===== src/shared/flyby_sdram_pkg.sv =====
// Purpose: Shared constants, types and helpers for the SDRAM and fly-by port
// Assumes: 40 MHz system clock, 32-bit external address
// Notes:   Output levels named *_n are active low
package flyby_sdram_pkg;
	// ==========================================================
	// Address map and sizes
	localparam int          ADDR_W       = 32;
	localparam int          NCH          = 4;
	localparam int          CH_W         = 2;
	localparam int          FIFO_DEPTH   = 32;
	localparam int          REGION_LSB   = 30;
	localparam logic [1:0]  SDRAM_REGION = 2'h1;
	localparam int          RSVD_LSB     = 28;
	localparam logic [1:0]  RSVD_CLEAR   = 2'h0;
	localparam int          BANK_LSB     = 26;
	// ==========================================================
	// Timing
	localparam int          CLK_PERIOD_NS = 25;
	localparam int          REFRESH_NS    = 15600;
	localparam int          REFRESH_CYC   = REFRESH_NS / CLK_PERIOD_NS;
	localparam int          REF_W         = $clog2(REFRESH_CYC + 1);
	// ==========================================================
	// Types
	typedef struct packed {
		logic              flyby;
		logic              wr;
		logic [ADDR_W-1:0] addr;
	} xfer_t;
	localparam int XFER_W = $bits(xfer_t);

	typedef enum logic [9:0] {
		ST_IDLE   = 10'h001,
		ST_ACT    = 10'h002,
		ST_RW     = 10'h004,
		ST_DATA   = 10'h008,
		ST_XFER   = 10'h010,
		ST_PRE    = 10'h020,
		ST_REF    = 10'h040,
		ST_SELF   = 10'h080,
		ST_HOSTED = 10'h100,
		ST_SUSP   = 10'h200
	} st_t;

	typedef struct packed {
		st_t              st;
		xfer_t            cur;
		xfer_t            hold;
		logic             hold_v;
		logic             req_ready;
		logic [NCH-1:0]   dmar_s1;
		logic [NCH-1:0]   dmar_s2;
		logic [NCH-1:0]   dmar_d;
		logic [NCH-1:0]   pend;
		logic             hbr_s1;
		logic             hbr_s2;
		logic [REF_W-1:0] ref_cnt;
		logic             ref_due;
		logic [NCH-1:0]   bs_n;
		logic             ras_n;
		logic             cas_n;
		logic             we_n;
		logic             dqm;
		logic             a10;
		logic             cke;
		logic             ctl_oe;
		logic             addr_oe;
		logic             flyby_io_write_strobe_n;
		logic             flyby_io_read_strobe_n;
		logic             flyby_io_output_enable_n;
		logic             hbg_n;
		logic             done;
	} top_state_t;

	localparam top_state_t RESET_STATE = '{
		st: ST_IDLE, ref_cnt: REF_W'(REFRESH_CYC), bs_n: 4'hF, ras_n: 1'b1, cas_n: 1'b1,
		we_n: 1'b1, dqm: 1'b1, cke: 1'b1, flyby_io_write_strobe_n: 1'b1, flyby_io_read_strobe_n: 1'b1, flyby_io_output_enable_n: 1'b1,
		hbg_n: 1'b1, req_ready: 1'b1, default: '0};

	// ==========================================================
	// Helpers
	function automatic logic sdram_hit(input logic [ADDR_W-1:0] a);
		return a[REGION_LSB+:2] == SDRAM_REGION && a[RSVD_LSB+:2] == RSVD_CLEAR;
	endfunction

	function automatic logic [NCH-1:0] bank_sel(input logic [ADDR_W-1:0] a);
		return NCH'(1) << a[BANK_LSB+:CH_W];
	endfunction

	function automatic logic [CH_W-1:0] lowest(input logic [NCH-1:0] v);
		logic [CH_W-1:0] r;
		r = '0;
		for (int i = NCH - 1; i >= 0; i--)
			if (v[i])
				r = CH_W'(i);
		return r;
	endfunction
endpackage


===== src/shared/xfer_fifo_if.sv =====
// Purpose: Valid/ready carrier between the request mux and the queue
// Assumes: One clock for both sides
// Notes:   Data is one packed transfer descriptor
`timescale 1ns/1ps
`default_nettype none
interface xfer_fifo_if #(parameter int W = 34);
	logic [W-1:0] in_data;
	logic         in_valid;
	logic         in_ready;
	logic [W-1:0] out_data;
	logic         out_valid;
	logic         out_ready;
	modport queue (input in_data, in_valid, out_ready, output in_ready, out_data, out_valid);
	modport user  (output in_data, in_valid, out_ready, input in_ready, out_data, out_valid);
endinterface
`default_nettype wire


===== src/rtl/xfer_fifo.sv =====
// Purpose: Transfer queue between request capture and the SDRAM sequencer
// Assumes: Synchronous, single clock, clock enable freezes all state
// Notes:   in_ready is registered so it can be used directly by the source
`timescale 1ns/1ps
`default_nettype none
module xfer_fifo
	import flyby_sdram_pkg::*;
#(
	parameter int W     = XFER_W,
	parameter int DEPTH = FIFO_DEPTH
)(
	input  wire logic  clk_i,
	input  wire logic  arst_n_i,
	input  wire logic  ce_i,
	xfer_fifo_if.queue q
);
	localparam int PW = $clog2(DEPTH);

	typedef struct packed {
		logic [DEPTH-1:0][W-1:0] mem;
		logic [PW-1:0]           rd;
		logic [PW-1:0]           wr;
		logic [PW:0]             count;
		logic                    room;
	} fifo_state_t;

	fifo_state_t s;
	fifo_state_t next_s;
	logic        push;
	logic        pop;

	assign q.in_ready  = s.room;
	assign q.out_valid = s.count != '0;
	assign q.out_data  = s.mem[s.rd];

	always_comb
	begin
		next_s = s;
		push   = q.in_valid && s.room;
		pop    = q.out_ready && (s.count != '0);
		if (push)
		begin
			next_s.mem[s.wr] = q.in_data;
			next_s.wr        = s.wr + PW'(1);
		end
		if (pop)
			next_s.rd = s.rd + PW'(1);
		next_s.count = s.count + (PW+1)'(push) - (PW+1)'(pop);
		next_s.room  = next_s.count != (PW+1)'(DEPTH);
	end

	always_ff @(posedge clk_i or negedge arst_n_i)
	begin
		if (!arst_n_i)
			s <= '{room: 1'b1, default: '0};
		else if (ce_i)
			s <= next_s;
	end
endmodule
`default_nettype wire


===== src/rtl/flyby_sdram_port.sv =====
// Purpose: SDRAM command pins and fly-by DMA strobes of the external port
// Assumes: Bus mastership decided elsewhere; data bus handled elsewhere
// Notes:   Only the lowest pending DMA channel is queued per cycle
//
// Functional notes
// - A falling DMA request line queues one transfer set by that channel's setup.
// - Requests on channels not marked initialized are ignored.
// - Fly-by memory reads hold the I/O write strobe low over the data cycles.
// - Fly-by memory writes drop the I/O read strobe in the data cycle with output enable.
// - The I/O output enable goes low only during fly-by transfers.
// - Every SDRAM command cycle to the 01 region drives a bank select low.
// - Only the bus master drives the SDRAM control outputs.
// - Row strobe low marks the row address and encodes other commands.
// - Column strobe low marks the column address and encodes other commands.
// - With column strobe low, write enable is low for writes and high for reads.
// - The data mask is high when idle, valid with column strobe, low on reads.
// - Address bit 10 has its own pin so refresh leaves the shared bus free.
// - The clock enable output enters and leaves self-refresh and suspend.
// - Before granting the bus to a host, SDRAM enters self-refresh and pins float.
`timescale 1ns/1ps
`default_nettype none
module flyby_sdram_port
	import flyby_sdram_pkg::*;
(
	input  wire logic                   SYS_CLK_I,
	input  wire logic                   ARST_N_I,
	input  wire logic                   CLK_EN_I,
	input  wire logic [NCH-1:0]         DMA_REQUEST_IN_N_I,
	input  wire logic [NCH-1:0]         CHAN_INIT_I,
	input  wire logic [NCH-1:0]         CHAN_FLYBY_WRITE_I,
	input  wire logic [NCH-1:0][ADDR_W-1:0] CHAN_ADDR_I,
	input  wire logic                   REQ_VALID_I,
	input  wire logic                   REQ_WRITE_I,
	input  wire logic [ADDR_W-1:0]      REQ_ADDR_I,
	input  wire logic                   BUS_MASTER_I,
	input  wire logic                   HOST_BUS_REQUEST_N_I,
	input  wire logic                   SUSPEND_I,
	output logic                        REQ_READY_O,
	output logic                        DONE_O,
	output logic [NCH-1:0]              SDRAM_BANK_SELECT_N_O,
	output logic                        ROW_STROBE_N_O,
	output logic                        COL_STROBE_N_O,
	output logic                        SDRAM_WRITE_ENABLE_N_O,
	output logic                        LOW_WORD_DATA_MASK_O,
	output logic                        SDRAM_ADDR_BIT10_O,
	output logic                        SDRAM_CLOCK_ENABLE_O,
	output logic                        SDRAM_CTRL_OE_O,
	output logic [ADDR_W-1:0]           EXTERNAL_ADDRESS_BUS_O,
	output logic                        ADDR_OE_O,
	output logic                        FLYBY_IO_WRITE_STROBE_N_O,
	output logic                        FLYBY_IO_READ_STROBE_N_O,
	output logic                        FLYBY_IO_OUTPUT_ENABLE_N_O,
	output logic                        HOST_BUS_GRANT_N_O
);
	// ==========================================================
	// State and queue
	top_state_t      s;
	top_state_t      next_s;
	logic [NCH-1:0]  rise;
	logic [CH_W-1:0] idx;
	logic [NCH-1:0]  taken;
	logic            ref_set;
	logic            ref_clr;

	xfer_fifo_if #(.W(XFER_W)) q ();

	xfer_fifo #(
		.W     (XFER_W),
		.DEPTH (FIFO_DEPTH)
	) u_queue (
		.clk_i    (SYS_CLK_I),
		.arst_n_i (ARST_N_I),
		.ce_i     (CLK_EN_I),
		.q        (q)
	);

	// ==========================================================
	// Outputs straight from state
	assign REQ_READY_O                = s.req_ready;
	assign DONE_O                     = s.done;
	assign SDRAM_BANK_SELECT_N_O      = s.bs_n;
	assign ROW_STROBE_N_O             = s.ras_n;
	assign COL_STROBE_N_O             = s.cas_n;
	assign SDRAM_WRITE_ENABLE_N_O     = s.we_n;
	assign LOW_WORD_DATA_MASK_O       = s.dqm;
	assign SDRAM_ADDR_BIT10_O         = s.a10;
	assign SDRAM_CLOCK_ENABLE_O       = s.cke;
	assign SDRAM_CTRL_OE_O            = s.ctl_oe;
	assign EXTERNAL_ADDRESS_BUS_O     = s.cur.addr;
	assign ADDR_OE_O                  = s.addr_oe;
	assign FLYBY_IO_WRITE_STROBE_N_O  = s.flyby_io_write_strobe_n;
	assign FLYBY_IO_READ_STROBE_N_O   = s.flyby_io_read_strobe_n;
	assign FLYBY_IO_OUTPUT_ENABLE_N_O = s.flyby_io_output_enable_n;
	assign HOST_BUS_GRANT_N_O         = s.hbg_n;

	always_comb
	begin
		next_s      = s;
		next_s.done = 1'b0;
		q.in_valid  = 1'b0;
		q.in_data   = '0;
		q.out_ready = 1'b0;
		taken       = '0;

		// ==========================================================
		// Pin synchronisers
		next_s.dmar_s1 = ~DMA_REQUEST_IN_N_I;
		next_s.dmar_s2 = s.dmar_s1;
		next_s.dmar_d  = s.dmar_s2;
		next_s.hbr_s1  = ~HOST_BUS_REQUEST_N_I;
		next_s.hbr_s2  = s.hbr_s1;
		rise           = s.dmar_s2 & ~s.dmar_d;
		idx            = lowest(s.pend);

		// ==========================================================
		// Queue fill: DMA ahead of core requests
		if (|s.pend)
		begin
			q.in_valid = 1'b1;
			q.in_data  = {1'b1, CHAN_FLYBY_WRITE_I[idx], CHAN_ADDR_I[idx]};
			if (q.in_ready)
				taken = NCH'(1) << idx;
		end
		else if (s.hold_v)
		begin
			q.in_valid = 1'b1;
			q.in_data  = s.hold;
			if (q.in_ready)
				next_s.hold_v = 1'b0;
		end
		// New edge wins over a same-cycle hand-off
		next_s.pend = (s.pend & ~taken) | (rise & CHAN_INIT_I);

		// One-deep holding slot keeps REQ_READY_O a plain flop
		if (REQ_VALID_I && s.req_ready)
		begin
			next_s.hold   = '{flyby: 1'b0, wr: REQ_WRITE_I, addr: REQ_ADDR_I};
			next_s.hold_v = 1'b1;
		end
		next_s.req_ready = !next_s.hold_v;

		// ==========================================================
		// Refresh interval
		ref_set = s.ref_cnt == '0;
		if (ref_set)
			next_s.ref_cnt = REF_W'(REFRESH_CYC);
		else
			next_s.ref_cnt = s.ref_cnt - REF_W'(1);

		// ==========================================================
		// Sequencer
		case (s.st)
			ST_IDLE:
			begin
				if (!BUS_MASTER_I)
					next_s.st = ST_IDLE;
				else if (s.hbr_s2 || s.ref_due)
					next_s.st = ST_PRE;
				else if (SUSPEND_I)
					next_s.st = ST_SUSP;
				else if (q.out_valid)
				begin
					q.out_ready = 1'b1;
					next_s.cur  = xfer_t'(q.out_data);
					// Reserved sub-ranges go out as plain bus cycles
					next_s.st   = sdram_hit(q.out_data[ADDR_W-1:0]) ? ST_ACT : ST_XFER;
				end
			end
			ST_ACT:
				next_s.st = ST_RW;
			ST_RW:
			begin
				next_s.st   = s.cur.wr ? ST_IDLE : ST_DATA;
				next_s.done = s.cur.wr;
			end
			ST_DATA, ST_XFER:
			begin
				next_s.st   = ST_IDLE;
				next_s.done = 1'b1;
			end
			ST_PRE:
				next_s.st = s.hbr_s2 ? ST_SELF : ST_REF;
			ST_REF:
				next_s.st = ST_IDLE;
			ST_SELF:
				next_s.st = ST_HOSTED;
			ST_HOSTED:
				if (!s.hbr_s2)
					next_s.st = ST_IDLE;
			ST_SUSP:
				if (!SUSPEND_I)
					next_s.st = ST_IDLE;
			default:
				next_s.st = ST_IDLE;
		endcase

		// Self-refresh counts as a refresh; a due tick the same cycle is kept
		ref_clr        = next_s.st == ST_REF || next_s.st == ST_SELF;
		next_s.ref_due = (s.ref_due && !ref_clr) || ref_set;

		// ==========================================================
		// Pin levels for the coming state
		next_s.bs_n    = '1;
		next_s.ras_n   = 1'b1;
		next_s.cas_n   = 1'b1;
		next_s.we_n    = 1'b1;
		next_s.dqm     = 1'b1;
		next_s.a10     = 1'b0;
		next_s.cke     = 1'b1;
		next_s.addr_oe = 1'b0;
		next_s.flyby_io_write_strobe_n  = 1'b1;
		next_s.flyby_io_read_strobe_n  = 1'b1;
		next_s.flyby_io_output_enable_n  = 1'b1;
		next_s.hbg_n   = 1'b1;
		next_s.ctl_oe  = BUS_MASTER_I && next_s.st != ST_HOSTED;
		case (next_s.st)
			ST_ACT:
			begin
				next_s.bs_n    = ~bank_sel(next_s.cur.addr);
				next_s.ras_n   = 1'b0;
				next_s.addr_oe = 1'b1;
				next_s.flyby_io_output_enable_n  = !next_s.cur.flyby;
			end
			ST_RW:
			begin
				next_s.bs_n    = ~bank_sel(next_s.cur.addr);
				next_s.cas_n   = 1'b0;
				next_s.we_n    = !next_s.cur.wr;
				next_s.a10     = 1'b1;
				next_s.dqm     = 1'b0;
				next_s.addr_oe = 1'b1;
				next_s.flyby_io_output_enable_n  = !next_s.cur.flyby;
				next_s.flyby_io_write_strobe_n  = !(next_s.cur.flyby && !next_s.cur.wr);
				next_s.flyby_io_read_strobe_n  = !(next_s.cur.flyby && next_s.cur.wr);
			end
			ST_DATA:
			begin
				next_s.dqm    = 1'b0;
				next_s.flyby_io_output_enable_n = !next_s.cur.flyby;
				next_s.flyby_io_write_strobe_n = !next_s.cur.flyby;
			end
			ST_XFER:
				next_s.addr_oe = 1'b1;
			ST_PRE:
			begin
				next_s.bs_n  = '0;
				next_s.ras_n = 1'b0;
				next_s.we_n  = 1'b0;
				next_s.a10   = 1'b1;
			end
			ST_REF:
			begin
				// Shared address bus stays free during refresh
				next_s.bs_n  = '0;
				next_s.ras_n = 1'b0;
				next_s.cas_n = 1'b0;
			end
			ST_SELF:
			begin
				next_s.bs_n  = '0;
				next_s.ras_n = 1'b0;
				next_s.cas_n = 1'b0;
				next_s.cke   = 1'b0;
			end
			ST_HOSTED:
			begin
				next_s.cke   = 1'b0;
				next_s.hbg_n = 1'b0;
			end
			ST_SUSP:
				next_s.cke = 1'b0;
			default:
				next_s.cke = 1'b1;
		endcase
	end

	always_ff @(posedge SYS_CLK_I or negedge ARST_N_I)
	begin
		if (!ARST_N_I)
			s <= RESET_STATE;
		else if (CLK_EN_I)
			s <= next_s;
	end
endmodule
`default_nettype wire


===== config.mk =====
export PLATFORM = sky130hd
export DESIGN_NAME = flyby_sdram_port
export DESIGN_NICKNAME = d
export VERILOG_FILES = /design/src/shared/flyby_sdram_pkg.sv /design/src/shared/xfer_fifo_if.sv /design/src/rtl/xfer_fifo.sv /design/src/rtl/flyby_sdram_port.sv
export SDC_FILE = /design/constraint.sdc
export NUM_CORES = 2
export LEC_CHECK = 0
export ABC_AREA = 0
export BUFFER_PORTS_ARGS = -buffer_cell sky130_fd_sc_hd__buf_2
export CORE_MARGIN = 8
export CORE_UTILIZATION = 30
export DETAILED_ROUTE_END_ITERATION = 6
export PLACE_DENSITY = 0.57
export SLEW_MARGIN = 5
export SYNTH_ARGS = -nofsm -noshare
export SYNTH_HDL_FRONTEND = slang
export SYNTH_SLANG_ARGS = --single-unit

===== constraint.sdc =====
create_clock -name SYS_CLK_I -period 6.7 [get_ports SYS_CLK_I]
set_clock_uncertainty 0.15 [all_clocks]
set_input_delay 0.335 -clock SYS_CLK_I [delete_from_list [all_inputs] [get_ports SYS_CLK_I]]
set_output_delay 0.335 -clock SYS_CLK_I [all_outputs]
set_load 0.005 [all_outputs]

Yosys cells after proc, flatten, opt, wreduce, memory -nomap -nowiden:

Cells that the tools add are included.

* bits in registers: 1230
* bits of input ports: 180
* output and inout port bits: 50
* logic and storage cells: 202

* add/subtract/negate cells: 5
* magnitude comparators: 4
* equal/unequal tests: 21
* shift-type cells: 2
* mux-type cells: 56
* bitwise gates (word level): 11
* reductions and logical operators: 36

Operators with widths (number)
* 1088-bit bitwise mux: 1
* 34-bit 2-to-1 mux: 7
* 34-bit binary-select mux with 5-bit select: 1
* 34-bit demux with 5-bit select: 1
* 10-bit one-hot mux with 7 select lines: 1
* 32-bit binary-select mux with 2-bit select: 1
* 10-bit 2-to-1 mux: 6
* 44-bit 2-to-1 mux: 1
* 33-bit 2-to-1 mux: 1
* 32-bit 2-to-1 mux: 1
* 1-bit 2-to-1 mux: 21
* 10-bit equality test (second input constant): 2
* 10-bit by 2-bit equality test with 1-bit output (second input constant): 2
* 10-bit by 3-bit equality test with 1-bit output (second input constant): 2
* 10-bit by 4-bit equality test with 1-bit output (second input constant): 2
* 10-bit by 5-bit equality test with 1-bit output (second input constant): 2
* 10-bit by 6-bit equality test with 1-bit output (second input constant): 2
* 10-bit by 8-bit equality test with 1-bit output (second input constant): 2
* 10-bit by 9-bit equality test with 1-bit output (second input constant): 2
* 4-bit NOT: 4
* 3-bit OR reduction: 5
* 4-bit AND: 3
* 5-bit by 6-bit less-than comparator with 1-bit output (second input constant): 2
* 4-bit 2-to-1 mux: 3
* 30 further kinds: 60

Depth between registers and ports, before layout:

* depth in word-level cells: 15
* gate-level depth with buffers: 15
* mapped depth without buffers: 14

By module:

Synthesis repeated with hierarchy kept, for this count alone.

* cells, all modules: 4107
* area total of the unflattened synthesis: 57689.1 sq um

Modules (own cells, without submodules)
* xfer_fifo: instances 1, cells each 3475, area each 50857.5 sq um
* flyby_sdram_port: instances 1, cells each 632, area each 6831.6 sq um

Worst setup path before layout:

OpenSTA, ideal clock, no wires.

* kind: flip-flop to flip-flop
* start: register s[124] (netlist name)
* end: register u_queue.s (netlist bit u_queue.q.in_ready)
* data arrival time: 3.046 ns
* path slack: 3.412 ns
* stages on the path, launching flop included: 16
* path buffers: 2
* cell sequence: dfrtp_1 -> clkbuf_1 -> nor4_1 -> and3_1 -> and4bb_1 -> buf_2 -> ha_1 -> inv_1 -> ha_1 -> fa_1 -> a21oi_1 -> nor2_1 -> nor2_1 -> xnor2_1 -> nor4b_1 -> a21oi_1

* word-level cells in the longest chain between the ends: 5

RTL lines
* from (decl): RTL line flyby_sdram_port.sv:57 `top_state_t s;`
* from (signal assigned): RTL line flyby_sdram_port.sv:282 `s <= next_s;`
* 10-bit by 1-bit equality test with 1-bit output: RTL line flyby_sdram_port.sv:152 `case (s.st)`
* 1-bit 2-to-1 mux: RTL line flyby_sdram_port.sv:152
* 1-bit logical AND: RTL line xfer_fifo.sv:40 `pop = q.out_ready && (s.count != '0);`
* 6-bit by 1-bit subtractor with 6-bit output: RTL line xfer_fifo.sv:48 `next_s.count = s.count + (PW+1)'(push) - (PW+1)'(pop);`
* 6-bit != test: RTL line xfer_fifo.sv:49 `next_s.room = next_s.count != (PW+1)'(DEPTH);`
* to (signal assigned): RTL line xfer_fifo.sv:57 `s <= next_s;`
* to (decl): RTL line xfer_fifo.sv:27 `fifo_state_t s;`

No other way between the ends.
A chain may end at the register's enable or synchronous reset.

Final worst setup path:

* start: register u_queue.s[12] (netlist name)
* end: register s (netlist bit SDRAM_BANK_SELECT_N_O[0])

* word-level cells in the longest chain between the ends: 13
* elaborated cells on any way between the ends: 25
* classes of those cells: 6 x eq/ne; 1 x shift; 13 x mux; 1 x bitwise; 4 x reduce/logical

RTL lines
* 34-bit binary-select mux with 5-bit select (*): RTL line xfer_fifo.sv:34 `assign q.out_data = s.mem[s.rd];`
* 34-bit 2-to-1 mux (implied by the code) (*): RTL line xfer_fifo.sv:34
* 2-bit by 1-bit equality test with 1-bit output or 2-bit logical NOT (tied branches): RTL line flyby_sdram_pkg.sv:82 `return a[REGION_LSB+:2] == SDRAM_REGION && a[RSVD_LSB+:2] == RSVD_CLEAR;`
* 1-bit logical AND: RTL line flyby_sdram_pkg.sv:82
* 5-bit 2-to-1 mux: RTL line flyby_sdram_port.sv:166 `next_s.st = sdram_hit(q.out_data[ADDR_W-1:0]) ? ST_ACT : ST_XFER;`
* 44-bit 2-to-1 mux (*): RTL line flyby_sdram_port.sv:161 `else if (q.out_valid)`
* 10-bit 2-to-1 mux: RTL line flyby_sdram_port.sv:159 `else if (SUSPEND_I)`
* 10-bit 2-to-1 mux: RTL line flyby_sdram_port.sv:157 `else if (s.hbr_s2 || s.ref_due)`
* 10-bit 2-to-1 mux: RTL line flyby_sdram_port.sv:155 `if (!BUS_MASTER_I)`
* 10-bit one-hot mux with 7 select lines: RTL line flyby_sdram_port.sv:152
* 10-bit by 7-bit equality test with 1-bit output (tied with other cells): RTL line flyby_sdram_port.sv:216 `case (next_s.st)`
* 3-bit OR reduction (no line) or 2-bit OR reduction (tied branches)
* 4-bit one-hot mux with 2 select lines (*): RTL line flyby_sdram_port.sv:216

Mark *: on every way between the ends. The rest lies on a longest branch, timed or not. The select of a mux whose other input is x is not followed.

==> run_results.csv <==
group,metric,value,unit
clock_tree,path_clk_slew,0.06,ns
worst_setup_path,worst-path-max-fanout,40,
clock_tree,htreeDepth,3,
run,max_cap_violations,0,
place,place.gp.congestion,0.778,
worst_setup_path,setup.worst_path.start,"u_queue.s[12]$_DFFE_PN0P_",
cells_and_area,total_area_of_multi_input_combinational_cells,0.0217,sq mm
die,core_region_area,0.180,sq mm
clock_tree,cts_hold_buffers,49,
routing,remaining_drc_errors,0,
worst_setup_path,crit_required,7.14,ns
clock_tree,cts_sinks,1230,
yosys,asyncSetResetFlopFracSynth,1.00,
pwr,worst_ir_drop_vdd,0.285,mV
yosys,cell_variety_after_synth,72,
sta,relSlewSlack,0.160,
pwr,power.density_cell_area,463,mW/mm^2
global_route,global_route.overflow_total,0,
yosys,avgSynthCellArea,11.1,sq um
clock_tree,cts.repair.resized,0,
cells_and_area,layout.cells.non_filler,7349,
global_route,pin_count_of_the_biggest_net_entering_global_routing,172,
yosys,synth-seq-cells,1230,
cells_and_area,fillers,17957,
cells_and_area,number_of_nets_at_the_end_of_the_flow,5079,
sta,hold_violations,0,
die,initial_core_util,0.301,
sta,setup_viol,0,
sta,max_clock_freq,254,MHz
routing,routed_wirelength,157000,um
clock_tree,post_cts.repair.setup_buffers,0,
pwr,power_total,28.7,mW
cells_and_area,seqCellArea,0.0308,sq mm
global_route,grt_first_pass_wirelength,242000,um
sta,finalMaxSlewViolations,0,
routing,detail_route.iter0.violations,3237,
sta,setup_total_negative_slack,0,ns
routing,via_count,37451,
yosys,number_of_instances_in_the_synthesized_netlist,4898,
clock_tree,cts_buffers,119,
place,place.detailed.hpwl,89200,um
global_route,number_of_antenna_violations_at_the_first_check_in_global_routing,6,
place,io_buffers,229,
hold_path,hp-start,"CLK_EN_I",
clock_tree,cts_tree,"yes",
cells_and_area,area_growth_syn_to_layout,13.8,%
pwr,power_leakage,26.9,nW
worst_setup_path,critical_path.reg2reg.startpoint,"u_queue.s[12]$_DFFE_PN0P_",
die,num_rows,156,
worst_setup_path,criticalPathCategory,"reg2reg",
clock_tree,buffer_levels_on_the_longest_clock_path,3,
sta,worst_pin_slew,1.26,ns
global_route,grt_usage,0.158,
yosys,synth_flop_cell,"dfrtp_1",
clock_tree,cts_root_buf,"clkbuf_16",
sta,rsz0062_at_grt,"no",
place,placed_cells_incl_taps,7084,
yosys,synth-seq-area-share,0.567,
yosys,syn_area,0.0544,sq mm
global_route,via_count_of_the_first_global_routing_pass,37705,
sta,period_minus_slack,3.94,ns
worst_setup_path,timing.critical_path.arrival,4.39,ns
routing,post_drt_via_cell_ratio,5.10,
routing,post_drt_wl_per_cell,21.3,um
yosys,synth-edff-count,0,
cells_and_area,fraction_of_final_layout_cells_sized_beyond_drive_strength_1,0.196,
die,die-area,0.195,sq mm
die,die_y,442,um
hold_path,hold_class,"in2reg",
sta,period_share,0.588,
yosys,warnings_from_yosys,0,
yosys,synth_nets,5093,
worst_setup_path,worst_setup_path_end_kind,"flip-flop",
worst_setup_path,kind_of_launch_point_of_the_worst_setup_path,"flip-flop",
routing,detail-route-antenna-nets,0,
clock_tree,clock_insertion_delay_worst_skew,0.73,ns
run_status,run_status,"finished clean",
die,die_x,442,um
routing,dr_pass1_iterations,6,
die,num_io_pins,230,
-- critical path, stage by stage, from the launching register on --
cell	delay, ns
dfrtp_4	1.04
buf_4	0.54
mux4_2	0.56
a2111o_1	0.46
a211oi_2	0.47
nand4_2	0.24
nand2_2	0.18
a41oi_1	0.13
-- registers in the layout, summed over array words and instances (netlist names), 4 cells and up --
register and cells:
u_queue.s 1104, next_s 9, EXTERNAL_ADDRESS_BUS_O 32, SDRAM_BANK_SELECT_N_O 4
s 66
-- logic make-up after synthesis --
logic type               count (synthesis)  synth area share
multiplexers                           462             0.159
XOR/XNOR                                18           0.00290
buffers and inverters                  539            0.0442
adder cells (fa/ha/maj)                 15           0.00359
AND/OR/NAND/NOR                       1338            0.0966
AO/OA/AOI/OAI                         1296             0.127
flip-flops                            1230             0.567
-- Yosys cell counts, drive strengths merged, types with 7 or more instances --
| cell | n | share of area |
|---|---|---|
| dfrtp | 1210 | 0.56 |
| buf | 274 | 0.026 |
| clkbuf | 229 | 0.016 |
| and2 | 9 | 0.0010 |
| mux4 | 313 | 0.13 |
| mux2i | 56 | 0.010 |
| a21oi | 19 | 0.0018 |
| nand3 | 15 | 0.0014 |
| mux2 | 93 | 0.019 |
| o21ai | 1146 | 0.11 |
| dfstp | 20 | 0.0097 |
| inv | 36 | 0.0025 |
| xnor2 | 15 | 0.0024 |
| a41oi | 7 | 0.0011 |
| a222oi | 33 | 0.0061 |
| a31oi | 38 | 0.0044 |
| nor2 | 71 | 0.0049 |
| nand2 | 1189 | 0.082 |
| a211oi | 8 | 0.0012 |
| nor3 | 9 | 0.00083 |
| ha | 14 | 0.0032 |
-- layer usage --
| metal | part of all wire | track usage | up-vias | routed length (um) |
|---|---|---|---|---|
| met5 | 0 | 0 | - | 0 |
| li1 | - | - | 17315 | - |
| met4 | 0.026 | 0.0465 | 0 | 4090 |
| met3 | 0.048 | 0.0208 | 219 | 7520 |
| met2 | 0.49 | 0.269 | 967 | 76300 |
| met1 | 0.44 | 0.211 | 18950 | 68800 |
-- layout make-up --
class | count | area share
timing repair buffer | 368 | 0.0399
antenna | 2 | 0.0000809
multi-input combinational | 3129 | 0.350
inverter | 36 | 0.00218
clock inverter | 33 | 0.00437
clock buffer | 181 | 0.0568
tap | 2370 | 0.0479
sequential | 1230 | 0.498
-- worst paths after layout --
kind | end | slack (ns) | cells after the start
worst max-delay path | SDRAM_BANK_SELECT_N_O[0]$_DFFE_PN1P_ | 2.76 | 7
worst min-delay path | u_queue.s[7]$_DFFE_PN0P_ | 0.06 | 4
worst max register to register | SDRAM_BANK_SELECT_N_O[0]$_DFFE_PN1P_ | 2.76 | 7
worst min register to register | HOST_BUS_GRANT_N_O$_DFFE_PN1P_ | 0.32 | 2
max in group asynchronous | u_queue.s[12]$_DFFE_PN0P_ | 4.40 | 3
min in group asynchronous | u_queue.s[395]$_DFFE_PN0P_ | 0.24 | 2
-- placed cells by master (no fill, tap or decap), types with 49 or more instances in the layout --
cell type / instances
buf_2: 228
nand2_1: 1155
o21ai_1: 1094
mux2_2: 59
dlygate4sd3_1: 49
buf_4: 79
dfrtp_1: 1204
mux4_2: 313
o21ai_0: 51
clkbuf_16: 121
mux2i_1: 56
nor2_1: 71
-- through the flow --
| stage | hold WS, ns | worst slack (ns) | util | area [sq um] |
|---|---|---|---|---|
| floorplan | -0.111 | 3.41 | - | 54400 |
| global placement | 0.307 | 2.75 | 0.319 | 57600 |
| detailed placement | 0.312 | 2.74 | 0.319 | 57600 |
| CTS | 0.0146 | 2.73 | 0.343 | 61800 |
| global route | 0.0689 | 2.51 | 0.343 | 61800 |
| finish | 0.0582 | 2.76 | 0.343 | 61800 |
-- where the power goes --
group | total [mW] | internal [mW] | switching (mW)
registers | 11.8 | 10.1 | 1.68
clock network | 6.60 | 3.71 | 2.89
logic | 10.3 | 4.23 | 6.03
total | 28.7 | 18.1 | 10.6
(Power assumes the default switching activity.)
